File: src/verilog/ssi_pkg.sv
// Constants, field layouts and carrier types of the serial master FIFO block.
// Assumes a 32-bit AHB-Lite register bus and one system clock.
//
// Notes on behaviour
// - Each data port read of a non-empty receive FIFO pops one entry; only the shifter fills that FIFO.
// - Receive-full interrupt holds while receive level is at least threshold plus one.
// - Receive-full interrupt drops by itself once reads lower the level.
// - Transmit-empty interrupt holds while transmit level is at most the threshold.
// - Frame arriving at a full receive FIFO is dropped and sets sticky overflow.
// - Reading an empty receive FIFO returns zero and sets sticky underflow.
// - Writing a full transmit FIFO is dropped and sets sticky overflow.
// - Being selected by another master while enabled sets a sticky contention flag.
// - Each source is maskable; one combined request is the OR of masked sources.
// - All interrupt outputs are active-high levels held while their cause holds.
// - Frame size comes from control zero bits 20:16; bits 3:0 are ignored.
// - Both FIFOs and the data port carry all 32 bits.
// - Mode 00 sends popped frames and stores every received frame.
// - Transmit-only mode never stores received frames.
// - Receive-only mode holds the output line constant and stores every frame.
// - EEPROM read sends until transmit FIFO empties, then stores read frames.
// - EEPROM read mode exists only in master configuration.
// - Mode field ignored for three-wire format, which uses its own control register.
// - Each FIFO holds 16 right-justified frames.
// - Both FIFOs empty whenever the block is disabled or reset.
// - Receive-only and EEPROM read end after frame count field plus one frames.

package ssi_pkg;

   // ----------------------------------------
   // Register byte offsets
   // ----------------------------------------
   localparam logic [7:0] OFF_CTRL0      = 8'h00;
   localparam logic [7:0] OFF_CTRL1      = 8'h04;
   localparam logic [7:0] OFF_ENABLE     = 8'h08;
   localparam logic [7:0] OFF_BAUD       = 8'h14;
   localparam logic [7:0] OFF_THREE_WIRE = 8'h0c;
   localparam logic [7:0] OFF_TX_THRESH  = 8'h18;
   localparam logic [7:0] OFF_RX_THRESH  = 8'h1c;
   localparam logic [7:0] OFF_TX_LEVEL   = 8'h20;
   localparam logic [7:0] OFF_RX_LEVEL   = 8'h24;
   localparam logic [7:0] OFF_STATUS     = 8'h28;
   localparam logic [7:0] OFF_MASK       = 8'h2c;
   localparam logic [7:0] OFF_IRQ_STAT   = 8'h30;
   localparam logic [7:0] OFF_IRQ_RAW    = 8'h34;
   localparam logic [7:0] OFF_TXO_CLR    = 8'h38;
   localparam logic [7:0] OFF_RXO_CLR    = 8'h3c;
   localparam logic [7:0] OFF_RXU_CLR    = 8'h40;
   localparam logic [7:0] OFF_MST_CLR    = 8'h44;
   localparam logic [7:0] OFF_DATA       = 8'h60;

   // ----------------------------------------
   // Field positions
   // ----------------------------------------
   localparam int CTRL0_DFS_LSB  = 16;
   localparam int CTRL0_TRANSFER_MODE_FIELD_LSB = 8;
   localparam int CTRL0_FRF_LSB  = 4;

   // ----------------------------------------
   // Encodings and reset values
   // ----------------------------------------
   localparam logic [1:0] MODE_TXRX   = 2'h0;
   localparam logic [1:0] MODE_TX     = 2'h1;
   localparam logic [1:0] MODE_RX     = 2'h2;
   localparam logic [1:0] MODE_EEPROM = 2'h3;
   localparam logic [1:0] FRF_THREE_WIRE = 2'h2;
   localparam logic       MOSI_IDLE  = 1'h0;
   localparam int         FIFO_DEPTH = 16;
   localparam int         DATA_W     = 32;

   // ----------------------------------------
   // Carrier types
   // ----------------------------------------
   typedef struct packed {
      logic sclk;
      logic cs_n;
      logic mosi;
   } spi_out_t;

   typedef struct packed {
      logic ss_in_n;
      logic miso;
   } spi_in_t;

   typedef struct packed {
      logic mst;
      logic rxf;
      logic rxo;
      logic rxu;
      logic txo;
      logic txe;
   } irq_t;

   typedef enum logic [1:0] {ST_IDLE, ST_LEAD, ST_TRAIL} xfer_state_t;

endpackage

File: src/verilog/ssi_fifo_ctrl.sv
// Serial master with transmit and receive FIFOs, threshold interrupts and
// four transfer modes, reached over AHB-Lite.
// Assumes miso and ss_in_n arrive asynchronously and hclk is the only clock.
//
// The implementer's own choices: the register offsets and register access over AHB-Lite.

`timescale 1ns/10ps
`default_nettype none

module ssi_fifo_ctrl #(
   parameter int DEPTH = ssi_pkg::FIFO_DEPTH
) (
   input  wire logic              hclk,
   input  wire logic              hresetn,
   input  wire logic              hsel,
   input  wire logic [31:0]       haddr,
   input  wire logic [1:0]        htrans,
   input  wire logic              hwrite,
   input  wire logic [2:0]        hsize,
   input  wire logic [31:0]       hwdata,
   input  wire logic              hready,
   output logic                   hreadyout,
   output logic                   hresp,
   output logic [31:0]            hrdata,
   input  wire ssi_pkg::spi_in_t  spi_in,
   output ssi_pkg::spi_out_t      spi_out,
   output ssi_pkg::irq_t          irq,
   output logic                   irq_combined
);

   localparam int AW = $clog2(DEPTH);
   localparam logic [AW:0] FULL = (AW + 1)'(DEPTH);

   typedef struct packed {
      logic [DEPTH-1:0][31:0] tx_mem;
      logic [DEPTH-1:0][31:0] rx_mem;
      logic [AW-1:0]          tx_rd;
      logic [AW-1:0]          tx_wr;
      logic [AW-1:0]          rx_rd;
      logic [AW-1:0]          rx_wr;
      logic [AW:0]            tx_cnt;
      logic [AW:0]            rx_cnt;
      logic [4:0]             dfs;
      logic [1:0]             transfer_mode_field;
      logic [1:0]             frf;
      logic [15:0]            frame_count_minus_one;
      logic                   en;
      logic [15:0]            baud;
      logic                   mw_dir;
      logic [AW-1:0]          txft;
      logic [AW-1:0]          rxft;
      logic [5:0]             mask;
      logic                   txo;
      logic                   rxo;
      logic                   rxu;
      logic                   mst;
      logic                   dp_valid;
      logic [7:0]             dp_addr;
      logic [31:0]            rdata;
      ssi_pkg::xfer_state_t   st;
      logic [15:0]            div;
      logic [5:0]             bits;
      logic [15:0]            frames;
      logic                   rx_phase;
      logic [31:0]            tx_sr;
      logic [31:0]            rx_sr;
      logic                   sclk;
      logic                   cs_act;
      logic                   mosi;
      logic [2:0]             sel_sync;
      logic [2:0]             miso_sync;
      logic                   sel_filt;
      logic                   miso_filt;
   } state_t;

   state_t             q;
   state_t             d;
   ssi_pkg::irq_t      raw;
   logic [1:0]         mode;
   logic [15:0]        half;
   logic               tick;
   logic               acc;
   logic               tx_push;
   logic               tx_pop;
   logic               rx_push;
   logic               rx_pop;
   logic [31:0]        rx_word;
   logic [31:0]        pop_word;
   logic [31:0]        rd_val;
   logic [31:0]        shifted;

   // ----------------------------------------
   // Interrupt sources
   // ----------------------------------------
   always_comb
   begin
      raw.txe = q.tx_cnt <= {1'b0, q.txft};
      raw.rxf = q.rx_cnt >= ({1'b0, q.rxft} + (AW + 1)'(1));
      raw.txo = q.txo;
      raw.rxo = q.rxo;
      raw.rxu = q.rxu;
      raw.mst = q.mst;
   end

   assign irq          = raw & q.mask;
   assign irq_combined = |(raw & q.mask);
   assign hreadyout    = 1'b1;
   assign hresp        = 1'b0;
   assign hrdata       = q.rdata;
   assign spi_out.sclk = q.sclk;
   assign spi_out.cs_n = ~q.cs_act;
   assign spi_out.mosi = q.mosi;

   // Three-wire format ignores the mode field and follows its own direction bit
   assign mode = (q.frf == ssi_pkg::FRF_THREE_WIRE) ?
                 (q.mw_dir ? ssi_pkg::MODE_TX : ssi_pkg::MODE_TXRX) : q.transfer_mode_field;
   // Divisor is the full sclk period; zero stops the serial clock
   assign half = {1'b0, q.baud[15:1]};
   assign tick = (half != 16'h0000) && ((q.div + 16'h0001) >= half);
   assign acc  = hsel && htrans[1] && hready;
   assign pop_word = q.tx_mem[q.tx_rd];
   // Received bits are right-justified; stale upper bits are cleared
   assign rx_word = q.rx_sr & (32'hffffffff >> (5'd31 - q.dfs));
   assign shifted = q.tx_sr << 1;

   // ----------------------------------------
   // Read data mux
   // ----------------------------------------
   always_comb
   begin
      rd_val = 32'h0;
      unique case (haddr[7:0])
         ssi_pkg::OFF_CTRL0:
         begin
            rd_val[ssi_pkg::CTRL0_DFS_LSB +: 5]  = q.dfs;
            rd_val[ssi_pkg::CTRL0_TRANSFER_MODE_FIELD_LSB +: 2] = q.transfer_mode_field;
            rd_val[ssi_pkg::CTRL0_FRF_LSB +: 2]  = q.frf;
         end
         ssi_pkg::OFF_CTRL1:      rd_val[15:0]   = q.frame_count_minus_one;
         ssi_pkg::OFF_ENABLE:     rd_val[0]      = q.en;
         ssi_pkg::OFF_BAUD:       rd_val[15:0]   = q.baud;
         ssi_pkg::OFF_THREE_WIRE: rd_val[0]      = q.mw_dir;
         ssi_pkg::OFF_TX_THRESH:  rd_val[AW-1:0] = q.txft;
         ssi_pkg::OFF_RX_THRESH:  rd_val[AW-1:0] = q.rxft;
         ssi_pkg::OFF_TX_LEVEL:   rd_val[AW:0]   = q.tx_cnt;
         ssi_pkg::OFF_RX_LEVEL:   rd_val[AW:0]   = q.rx_cnt;
         ssi_pkg::OFF_STATUS:
         begin
            rd_val[0] = q.st != ssi_pkg::ST_IDLE;
            rd_val[1] = q.tx_cnt != FULL;
            rd_val[2] = q.tx_cnt == '0;
            rd_val[3] = q.rx_cnt != '0;
            rd_val[4] = q.rx_cnt == FULL;
         end
         ssi_pkg::OFF_MASK:       rd_val[5:0] = q.mask;
         ssi_pkg::OFF_IRQ_STAT:   rd_val[5:0] = raw & q.mask;
         ssi_pkg::OFF_IRQ_RAW:    rd_val[5:0] = raw;
         ssi_pkg::OFF_TXO_CLR:    rd_val[0]   = q.txo;
         ssi_pkg::OFF_RXO_CLR:    rd_val[0]   = q.rxo;
         ssi_pkg::OFF_RXU_CLR:    rd_val[0]   = q.rxu;
         ssi_pkg::OFF_MST_CLR:    rd_val[0]   = q.mst;
         ssi_pkg::OFF_DATA:       rd_val      = (q.rx_cnt != '0) ? q.rx_mem[q.rx_rd] : 32'h0;
         default:                 rd_val      = 32'h0;
      endcase
   end

   // ----------------------------------------
   // Next state
   // ----------------------------------------
   always_comb
   begin
      d       = q;
      tx_push = 1'b0;
      tx_pop  = 1'b0;
      rx_push = 1'b0;
      rx_pop  = 1'b0;

      // Pins pass three flops; a level counts once the last two agree
      d.sel_sync  = {q.sel_sync[1:0], ~spi_in.ss_in_n};
      d.miso_sync = {q.miso_sync[1:0], spi_in.miso};
      if (q.sel_sync[1] == q.sel_sync[2])
         d.sel_filt = q.sel_sync[2];
      if (q.miso_sync[1] == q.miso_sync[2])
         d.miso_filt = q.miso_sync[2];

      // Address phase: reads answer next cycle and take their side effects now
      d.dp_valid = acc && hwrite;
      d.dp_addr  = haddr[7:0];
      if (acc && !hwrite)
      begin
         d.rdata = rd_val;
         unique case (haddr[7:0])
            ssi_pkg::OFF_DATA:
            begin
               if (q.rx_cnt != '0)
                  rx_pop = 1'b1;
               else
                  d.rxu = 1'b1;
            end
            ssi_pkg::OFF_TXO_CLR: d.txo = 1'b0;
            ssi_pkg::OFF_RXO_CLR: d.rxo = 1'b0;
            ssi_pkg::OFF_RXU_CLR: d.rxu = 1'b0;
            ssi_pkg::OFF_MST_CLR: d.mst = 1'b0;
            default: d.rdata = rd_val;
         endcase
      end

      // Data phase of a write
      if (q.dp_valid)
      begin
         unique case (q.dp_addr)
            ssi_pkg::OFF_CTRL0:
            begin
               // Legacy size bits 3:0 are not stored
               d.dfs  = hwdata[ssi_pkg::CTRL0_DFS_LSB +: 5];
               d.transfer_mode_field = hwdata[ssi_pkg::CTRL0_TRANSFER_MODE_FIELD_LSB +: 2];
               d.frf  = hwdata[ssi_pkg::CTRL0_FRF_LSB +: 2];
            end
            ssi_pkg::OFF_CTRL1:      d.frame_count_minus_one    = hwdata[15:0];
            ssi_pkg::OFF_ENABLE:     d.en     = hwdata[0];
            ssi_pkg::OFF_BAUD:       d.baud   = hwdata[15:0];
            ssi_pkg::OFF_THREE_WIRE: d.mw_dir = hwdata[0];
            ssi_pkg::OFF_TX_THRESH:  d.txft   = hwdata[AW-1:0];
            ssi_pkg::OFF_RX_THRESH:  d.rxft   = hwdata[AW-1:0];
            ssi_pkg::OFF_MASK:       d.mask   = hwdata[5:0];
            ssi_pkg::OFF_DATA:       tx_push  = 1'b1;
            default: tx_push = 1'b0;
         endcase
      end

      // Serial engine, SPI mode 0, MSB first
      if (q.st != ssi_pkg::ST_IDLE)
         d.div = tick ? 16'h0000 : q.div + 16'h0001;
      unique case (q.st)
         ssi_pkg::ST_IDLE:
         begin
            d.div = 16'h0000;
            if (q.en && (q.tx_cnt != '0) && (half != 16'h0000))
            begin
               tx_pop     = 1'b1;
               d.cs_act   = 1'b1;
               d.bits     = 6'h00;
               d.frames   = 16'h0000;
               d.rx_phase = mode == ssi_pkg::MODE_RX;
               // Receive-only pops one dummy word and keeps the line still
               d.tx_sr    = (mode == ssi_pkg::MODE_RX) ? 32'h0 : pop_word;
               d.mosi     = (mode == ssi_pkg::MODE_RX) ? ssi_pkg::MOSI_IDLE : pop_word[q.dfs];
               d.st       = ssi_pkg::ST_LEAD;
            end
         end
         ssi_pkg::ST_LEAD:
         begin
            if (tick)
            begin
               d.sclk  = 1'b1;
               d.rx_sr = {q.rx_sr[30:0], q.miso_filt};
               d.bits  = q.bits + 6'h01;
               d.st    = ssi_pkg::ST_TRAIL;
            end
         end
         ssi_pkg::ST_TRAIL:
         begin
            if (tick)
            begin
               d.sclk = 1'b0;
               d.st   = ssi_pkg::ST_LEAD;
               if (q.bits == ({1'b0, q.dfs} + 6'h01))
               begin
                  d.bits = 6'h00;
                  // Transmit-only drops the frame; EEPROM read stores only after the
                  // command phase
                  rx_push = (mode == ssi_pkg::MODE_TXRX) || (mode == ssi_pkg::MODE_RX) ||
                            ((mode == ssi_pkg::MODE_EEPROM) && q.rx_phase);
                  if (q.rx_phase)
                  begin
                     d.frames = q.frames + 16'h0001;
                     d.mosi   = ssi_pkg::MOSI_IDLE;
                     if (q.frames == q.frame_count_minus_one)
                     begin
                        d.st     = ssi_pkg::ST_IDLE;
                        d.cs_act = 1'b0;
                     end
                  end
                  else if (q.tx_cnt != '0)
                  begin
                     tx_pop  = 1'b1;
                     d.tx_sr = pop_word;
                     d.mosi  = pop_word[q.dfs];
                  end
                  else if (mode == ssi_pkg::MODE_EEPROM)
                  begin
                     // Only a master reaches this mode; this block has no slave side
                     d.rx_phase = 1'b1;
                     d.frames   = 16'h0000;
                     d.mosi     = ssi_pkg::MOSI_IDLE;
                  end
                  else
                  begin
                     d.st     = ssi_pkg::ST_IDLE;
                     d.cs_act = 1'b0;
                     d.mosi   = ssi_pkg::MOSI_IDLE;
                  end
               end
               else
               begin
                  d.tx_sr = shifted;
                  d.mosi  = q.rx_phase ? ssi_pkg::MOSI_IDLE : shifted[q.dfs];
               end
            end
         end
         default: d.st = ssi_pkg::ST_IDLE;
      endcase

      // FIFO updates; event flags are set last so a set beats a clear
      if (tx_push)
      begin
         if (q.tx_cnt == FULL)
            d.txo = 1'b1;
         else
         begin
            d.tx_mem[q.tx_wr] = hwdata;
            d.tx_wr = q.tx_wr + AW'(1);
         end
      end
      if (tx_pop)
         d.tx_rd = q.tx_rd + AW'(1);
      d.tx_cnt = q.tx_cnt + (AW + 1)'(tx_push && (q.tx_cnt != FULL)) - (AW + 1)'(tx_pop);

      if (rx_push)
      begin
         if (q.rx_cnt == FULL)
            d.rxo = 1'b1;
         else
         begin
            d.rx_mem[q.rx_wr] = rx_word;
            d.rx_wr = q.rx_wr + AW'(1);
         end
      end
      if (rx_pop)
         d.rx_rd = q.rx_rd + AW'(1);
      d.rx_cnt = q.rx_cnt + (AW + 1)'(rx_push && (q.rx_cnt != FULL)) - (AW + 1)'(rx_pop);

      if (q.en && q.sel_filt)
         d.mst = 1'b1;

      // Disabling drops any frame in flight and empties both FIFOs
      if (!d.en)
      begin
         d.tx_rd    = '0;
         d.tx_wr    = '0;
         d.tx_cnt   = '0;
         d.rx_rd    = '0;
         d.rx_wr    = '0;
         d.rx_cnt   = '0;
         d.st       = ssi_pkg::ST_IDLE;
         d.cs_act   = 1'b0;
         d.sclk     = 1'b0;
         d.mosi     = ssi_pkg::MOSI_IDLE;
         d.rx_phase = 1'b0;
      end
   end

   // ----------------------------------------
   // State register
   // ----------------------------------------
   always_ff @(posedge hclk or negedge hresetn)
   begin
      if (!hresetn)
         q <= '0;
      else
         q <= d;
   end

endmodule

`default_nettype wire

File: config.mk
export PLATFORM = sky130hd
export DESIGN_NAME = ssi_fifo_ctrl
export DESIGN_NICKNAME = d
export VERILOG_FILES = /design/src/verilog/ssi_pkg.sv /design/src/verilog/ssi_fifo_ctrl.sv
export SDC_FILE = /design/constraint.sdc
export NUM_CORES = 2
export LEC_CHECK = 0
export ABC_AREA = 1
export BUFFER_PORTS_ARGS = -buffer_cell sky130_fd_sc_hd__buf_2
export CAP_MARGIN = 10
export CORE_MARGIN = 8
export CORE_UTILIZATION = 55
export DETAILED_ROUTE_END_ITERATION = 10
export PLACE_DENSITY = 0.74
export SLEW_MARGIN = 5
export SYNTH_ARGS = -nofsm -noshare
export SYNTH_HDL_FRONTEND = slang
export SYNTH_SLANG_ARGS = --single-unit
File: constraint.sdc
create_clock -name hclk -period 3.9 [get_ports hclk]
set_input_delay 0.78 -clock hclk [delete_from_list [all_inputs] [get_ports hclk]]
set_output_delay 0.78 -clock hclk [all_outputs]
set_load 0.01 [all_outputs]
==> Yosys cells after proc, flatten, opt, wreduce, memory -nomap -nowiden <==
Index checks and enable logic that the tools add are counted.
{ "totals": {"reg_bits": 1267, "latchBits": 0, "ramBits": 0, "rom_bits": 0, "inputBits": 76, "mem_count": 0} }
{ "classes": {"n_addsub": 14, "mul": 0, "div_mod_pow": 0, "order_cmp": 10, "eq_ne": 62, "shifts": 1, "mux": 107, "bitwise": 6, "reduce_logical": 54} }
{ "ops": {"columns": ["operator", "count"], "rows": [
  ["512-bit bitwise mux", 2],
  ["32-bit 2-to-1 mux", 9],
  ["32-bit binary-select mux with 4-bit select", 2],
  ["32-bit demux with 4-bit select", 2],
  ["55-bit 2-to-1 mux", 2],
  ["49-bit one-hot mux with 2 select lines", 1],
  ["16-bit 2-to-1 mux", 5],
  ["8-bit by 6-bit equality test with 1-bit output, second input constant", 9],
  ["8-bit by 5-bit equality test with 1-bit output, second input constant", 6],
  ["1-bit 2-to-1 mux", 40],
  ["4-bit 2-to-1 mux", 9],
  ["6-bit one-hot mux with 3 select lines", 2],
  ["17-bit 2-to-1 mux", 2],
  ["33-bit 2-to-1 mux", 1],
  ["3-bit one-hot mux with 11 select lines", 1],
  ["16-bit by 1-bit adder with 16-bit output, second input constant", 2],
  ["32-bit bitwise AND", 1],
  ["8-bit by 4-bit equality test with 1-bit output, second input constant", 4],
  ["8-bit by 7-bit equality test with 1-bit output, second input constant", 4],
  ["32-bit by 5-bit right shift with 32-bit output, first input constant", 1],
  ["26-bit 2-to-1 mux", 1],
  ["2-bit AND reduction", 13],
  ["3-bit inequality test, second input constant", 8],
  ["23-bit 2-to-1 mux", 1],
  ["56 further kinds", 126]
]} }

==> Longest topological paths before layout <==
{ "depth": {"word_depth": 12, "ltp_mapped": 29, "mapped_depth_nobuf": 28} }

==> Worst setup path before layout <==
OpenSTA, ideal clock, no wires.
{ "synth_timing": {"path_type": "register to register", "startpoint": "register q[98] (netlist bit)", "endpoint": "register q[227] (netlist bit)", "t_arrival_ns": 3.894, "required_ns": 3.770, "slack_ns": -0.125, "stages_incl_launch_ff": 28, "path_cell_list": "dfrtp_1 > nand2_1 > nor2_2 > nand2_1 > nor2_1 > nand4_1 > nor2_1 > xor2_1 > inv_1 > ha_1 > a21oi_1 > o211ai_1 > nor2_1 > nand3_1 > nand2_1 > buf_2 > inv_1 > nand2_1 > nand2_1 > ha_1 > inv_1 > ha_1 > fa_1 > nand2_1 > a21oi_1 > nor2_1 > xor2_1 > nor2_1"} }
{ "synth_rtl": {"columns": ["item", "line_no", "rtl"], "rows": [
  ["start: declaration", "ssi_fifo_ctrl.sv:76", "state_t q;"],
  ["start signal: assignment", "ssi_fifo_ctrl.sv:369", "q <= '0;"],
  ["start signal: assignment", "ssi_fifo_ctrl.sv:371", "q <= d;"]
]} }

==> metrics <==
fin crit period 3.927 ns; endpoints failing setup 2; DR iter-0 viols 6586; vias in the first global route 53270; DIE AREA 122600 sq um; pin count of the biggest net entering global routing 143; Post-synth EDFFs 0; TritonCTS clock tree built; FMAX 0.2546 GHz; proportion of netlist area held by the largest area contributor 51.63%; clock buffer count from CTS 138; final WL 197.9 mm; Chip Width 350.1 microns; skew final 0.03810 ns; initial core utilization 55.48%; Synth area leader dfrtp_1; Cells after Synth 7926; Main synth FF type dfrtp_1; I/O pin total 120; worst-case clock buffer depth 3; area occupied by multi-input gates 26260 sq um; Tot GR Track Use 31.53%; Post-Layout Cell Count 9402; unique cell type count in the Yosys netlist 52; Clk Latency, worst-skew pair 0.78 ns; ANT nets after route 0; sequential area share after synthesis 51.63%; Critical Path End Type flop; Layout area overhead 12.23%; die height 350.1 microns; Reg2Reg Setup Slack -0.03 ns; RSZ-0062 raised after global routing true; Worst setup SP type flop; Synth Net Count 8058; Worst Setup Path Type reg -> reg; worst flop-to-flop path endpoint q[222]; status finished, violations left; RR Startpoint q[98]; post-synthesis sequential element count 1267; Syn. warnings 0; first-pass GRT wire length 307.1 mm; Max-slew headroom 15.74%; initial antenna violation count 4; most common cell in the netlist nand2_1; TritonRoute pass-1 iters 7; via/cell ratio 5.971; final hold vios 0; worst slew pin tran 1.257 ns; Synth async-reset ratio 100.0%; grt total ovfl 0; I/O Buffers 89; final core occ 62.27%; row count 122; share of cells above drive strength 1 8.835%; clk slew on worst S/H paths 0.06 ns; clk root buf clkbuf_16; core region area 110700 sq um; CP Max Fanout 3; reg2reg path depth 24; # clock sinks 1267; Worst Hold Slack 0.07108 ns; routability cong. 0.9333; CP Data Required Time 4.53 ns; Sequential Area 31720 sq um; Power Dens Cells 401.9 nW/um^2; final period utilization 100.7%; Max-cap violations 0; Hold Path Class in -> async; max-slew violations 0; routed len/inst 21.04 microns; crit path DAT 4.56 ns; leak pwr 35.61 nW; failing checks negative setup slack; total number of vias 56140; filler cell count 9559; Max H-tree Level 4; top post-synthesis cells by area dfrtp_1, nand2_1, o21ai_0, nand3_1, nor2_1; synth cell count leaders nand2_1, dfrtp_1, o21ai_0; peak supply drop 0.4110 mV; cell area after synthesis 61400 sq um; Layout Nets 7933; final setup margin -0.02712 ns; placed insts 9113; Avg Cell Area, Syn 7.747 sq um; DR DRC count 0; HPWL after DPL 116.0 mm
registers in the layout (all words and copies together) (netlist names):
signal	cells
q	1214
hrdata	32
half	15
d	4
spi_out	2
metal layers:
layer | vias to the layer above | global-route usage [%] | part of all wire (%)
li1 | 25540 | - | -
met1 | 26890 | 41.36 | 39
met2 | 3015 | 50.53 | 46
met3 | 696 | 5.598 | 9.6
met4 | 0 | 15.91 | 5.5
met5 | - | 0 | 0
where the power goes:
group / leakage (nW) / internal, W / switching [W]
combinational: 18.6 / 0.000153 / 0.000536
sequential: 14.7 / 0.0132 / 0.0000508
clock: 2.32 / 0.00816 / 0.00559
final cells by class:
class	count	share of cell area, %
Tap cell	1488	2.702
Clock inverter	48	1.120
Antenna cell	2	0.007263
Timing Repair inverter	2	0.02179
Clock buffer	203	5.761
Timing Repair Buffer	355	4.463
Inverter	322	1.781
Multi-Input combinational cell	5715	38.11
Sequential cell	1267	46.03
how the worst max path moves through the flow:
stage,slack [ns],cells past startpoint,to,startpoint
after CTS,-0.009,26,q[222],q[98]
after detailed placement,-0.21,24,q[222],q[98]
after global placement,-0.21,24,q[222],q[98]
after floorplan,0.02,28,q[227],q[98]
final,-0.03,24,q[222],q[98]
after global routing,-0.29,27,q[227],q[98]
placed cells by master (no fill, tap or decap), types with 6 or more instances in the layout:
| cell | instances |
|---|---|
| clkbuf_8 | 23 |
| ha_1 | 48 |
| or2_2 | 9 |
| bufinv_16 | 16 |
| nand2_2 | 31 |
| o221ai_1 | 40 |
| nor3_1 | 22 |
| inv_1 | 297 |
| clkbuf_1 | 40 |
| buf_2 | 88 |
| buf_6 | 10 |
| clkbuf_16 | 142 |
| xor2_1 | 23 |
| inv_6 | 8 |
| buf_12 | 43 |
| a22oi_1 | 6 |
| nand3_1 | 752 |
| a21oi_1 | 153 |
| nand2_1 | 2644 |
| o211ai_1 | 31 |
| o21ai_1 | 16 |
| o22ai_1 | 89 |
| nor2_4 | 24 |
| o21ai_0 | 1032 |
| dfrtp_1 | 1262 |
| a32o_1 | 8 |
| nor4_1 | 10 |
| nor2_1 | 613 |
| buf_4 | 211 |
| nor3_2 | 11 |
| a22o_1 | 12 |
| nand4_1 | 36 |
| a221oi_1 | 16 |
| clkinv_2 | 20 |
| inv_2 | 14 |
| xnor2_1 | 21 |
cell families (layout without fill, tap and decap cells):
group | count (synthesis) | after routing | share of synthesized area, %
adders and majority gates | 58 | 58 | 1.198
AOI/OAI and AO/OA | 1437 | 1437 | 12.66
DFF | 1267 | 1267 | 51.63
buffers and inverters | 944 | 930 | 6.353
xor gates and xnor gates | 46 | 46 | 0.6561
and+or+nand+nor | 4172 | 4172 | 27.49
other | 2 | 4 | 0.01223
timing repair:
| action | in CTS | in global routing |
|---|---|---|
| buffers inserted | 18 | 13 |
| endpoints found under the hold margin | 0 | 0 |
| gates cloned | 0 | 4 |
| gates resized for setup | 23 | 38 |
| hold buffers | 0 | 0 |
| pin swaps | 17 | 29 |
| endpoints found under the setup margin | 4 | 482 |
stage by stage:
step	worst slack [ns]	cell area [sq um]	setup TNS, ns	power [W]
floorplan	0.02127	61430	0	0.01371
global placement	-0.2091	63590	-0.4144	0.01418
detailed placement	-0.2063	63590	-0.3970	0.01419
CTS	-0.008518	68570	-0.01658	0.02781
global route	-0.2900	68910	-2.491	0.02842
finish	-0.02712	68910	-0.03337	0.02770
worst max-delay path, stage by stage, from the launching register on:
cell,delay [ns]
dfrtp_1,0.36
ha_2,0.20
nand2_2,0.05
inv_2,0.07
nand3_4,0.10
buf_4,0.15
xor2_1,0.17
inv_1,0.08
ha_1,0.27
nand2_1,0.06
inv_1,0.05
nand3_1,0.08
nor3_1,0.26
nand4_1,0.16
nand3_2,0.12
nand4_1,0.21
ha_1,0.38
inv_2,0.05
ha_4,0.16
fa_2,0.37
nand2_2,0.09
a21oi_2,0.05
nor2_1,0.11
xor2_1,0.15
nor2_1,0.06
Power figures use the tool's default switching activity.
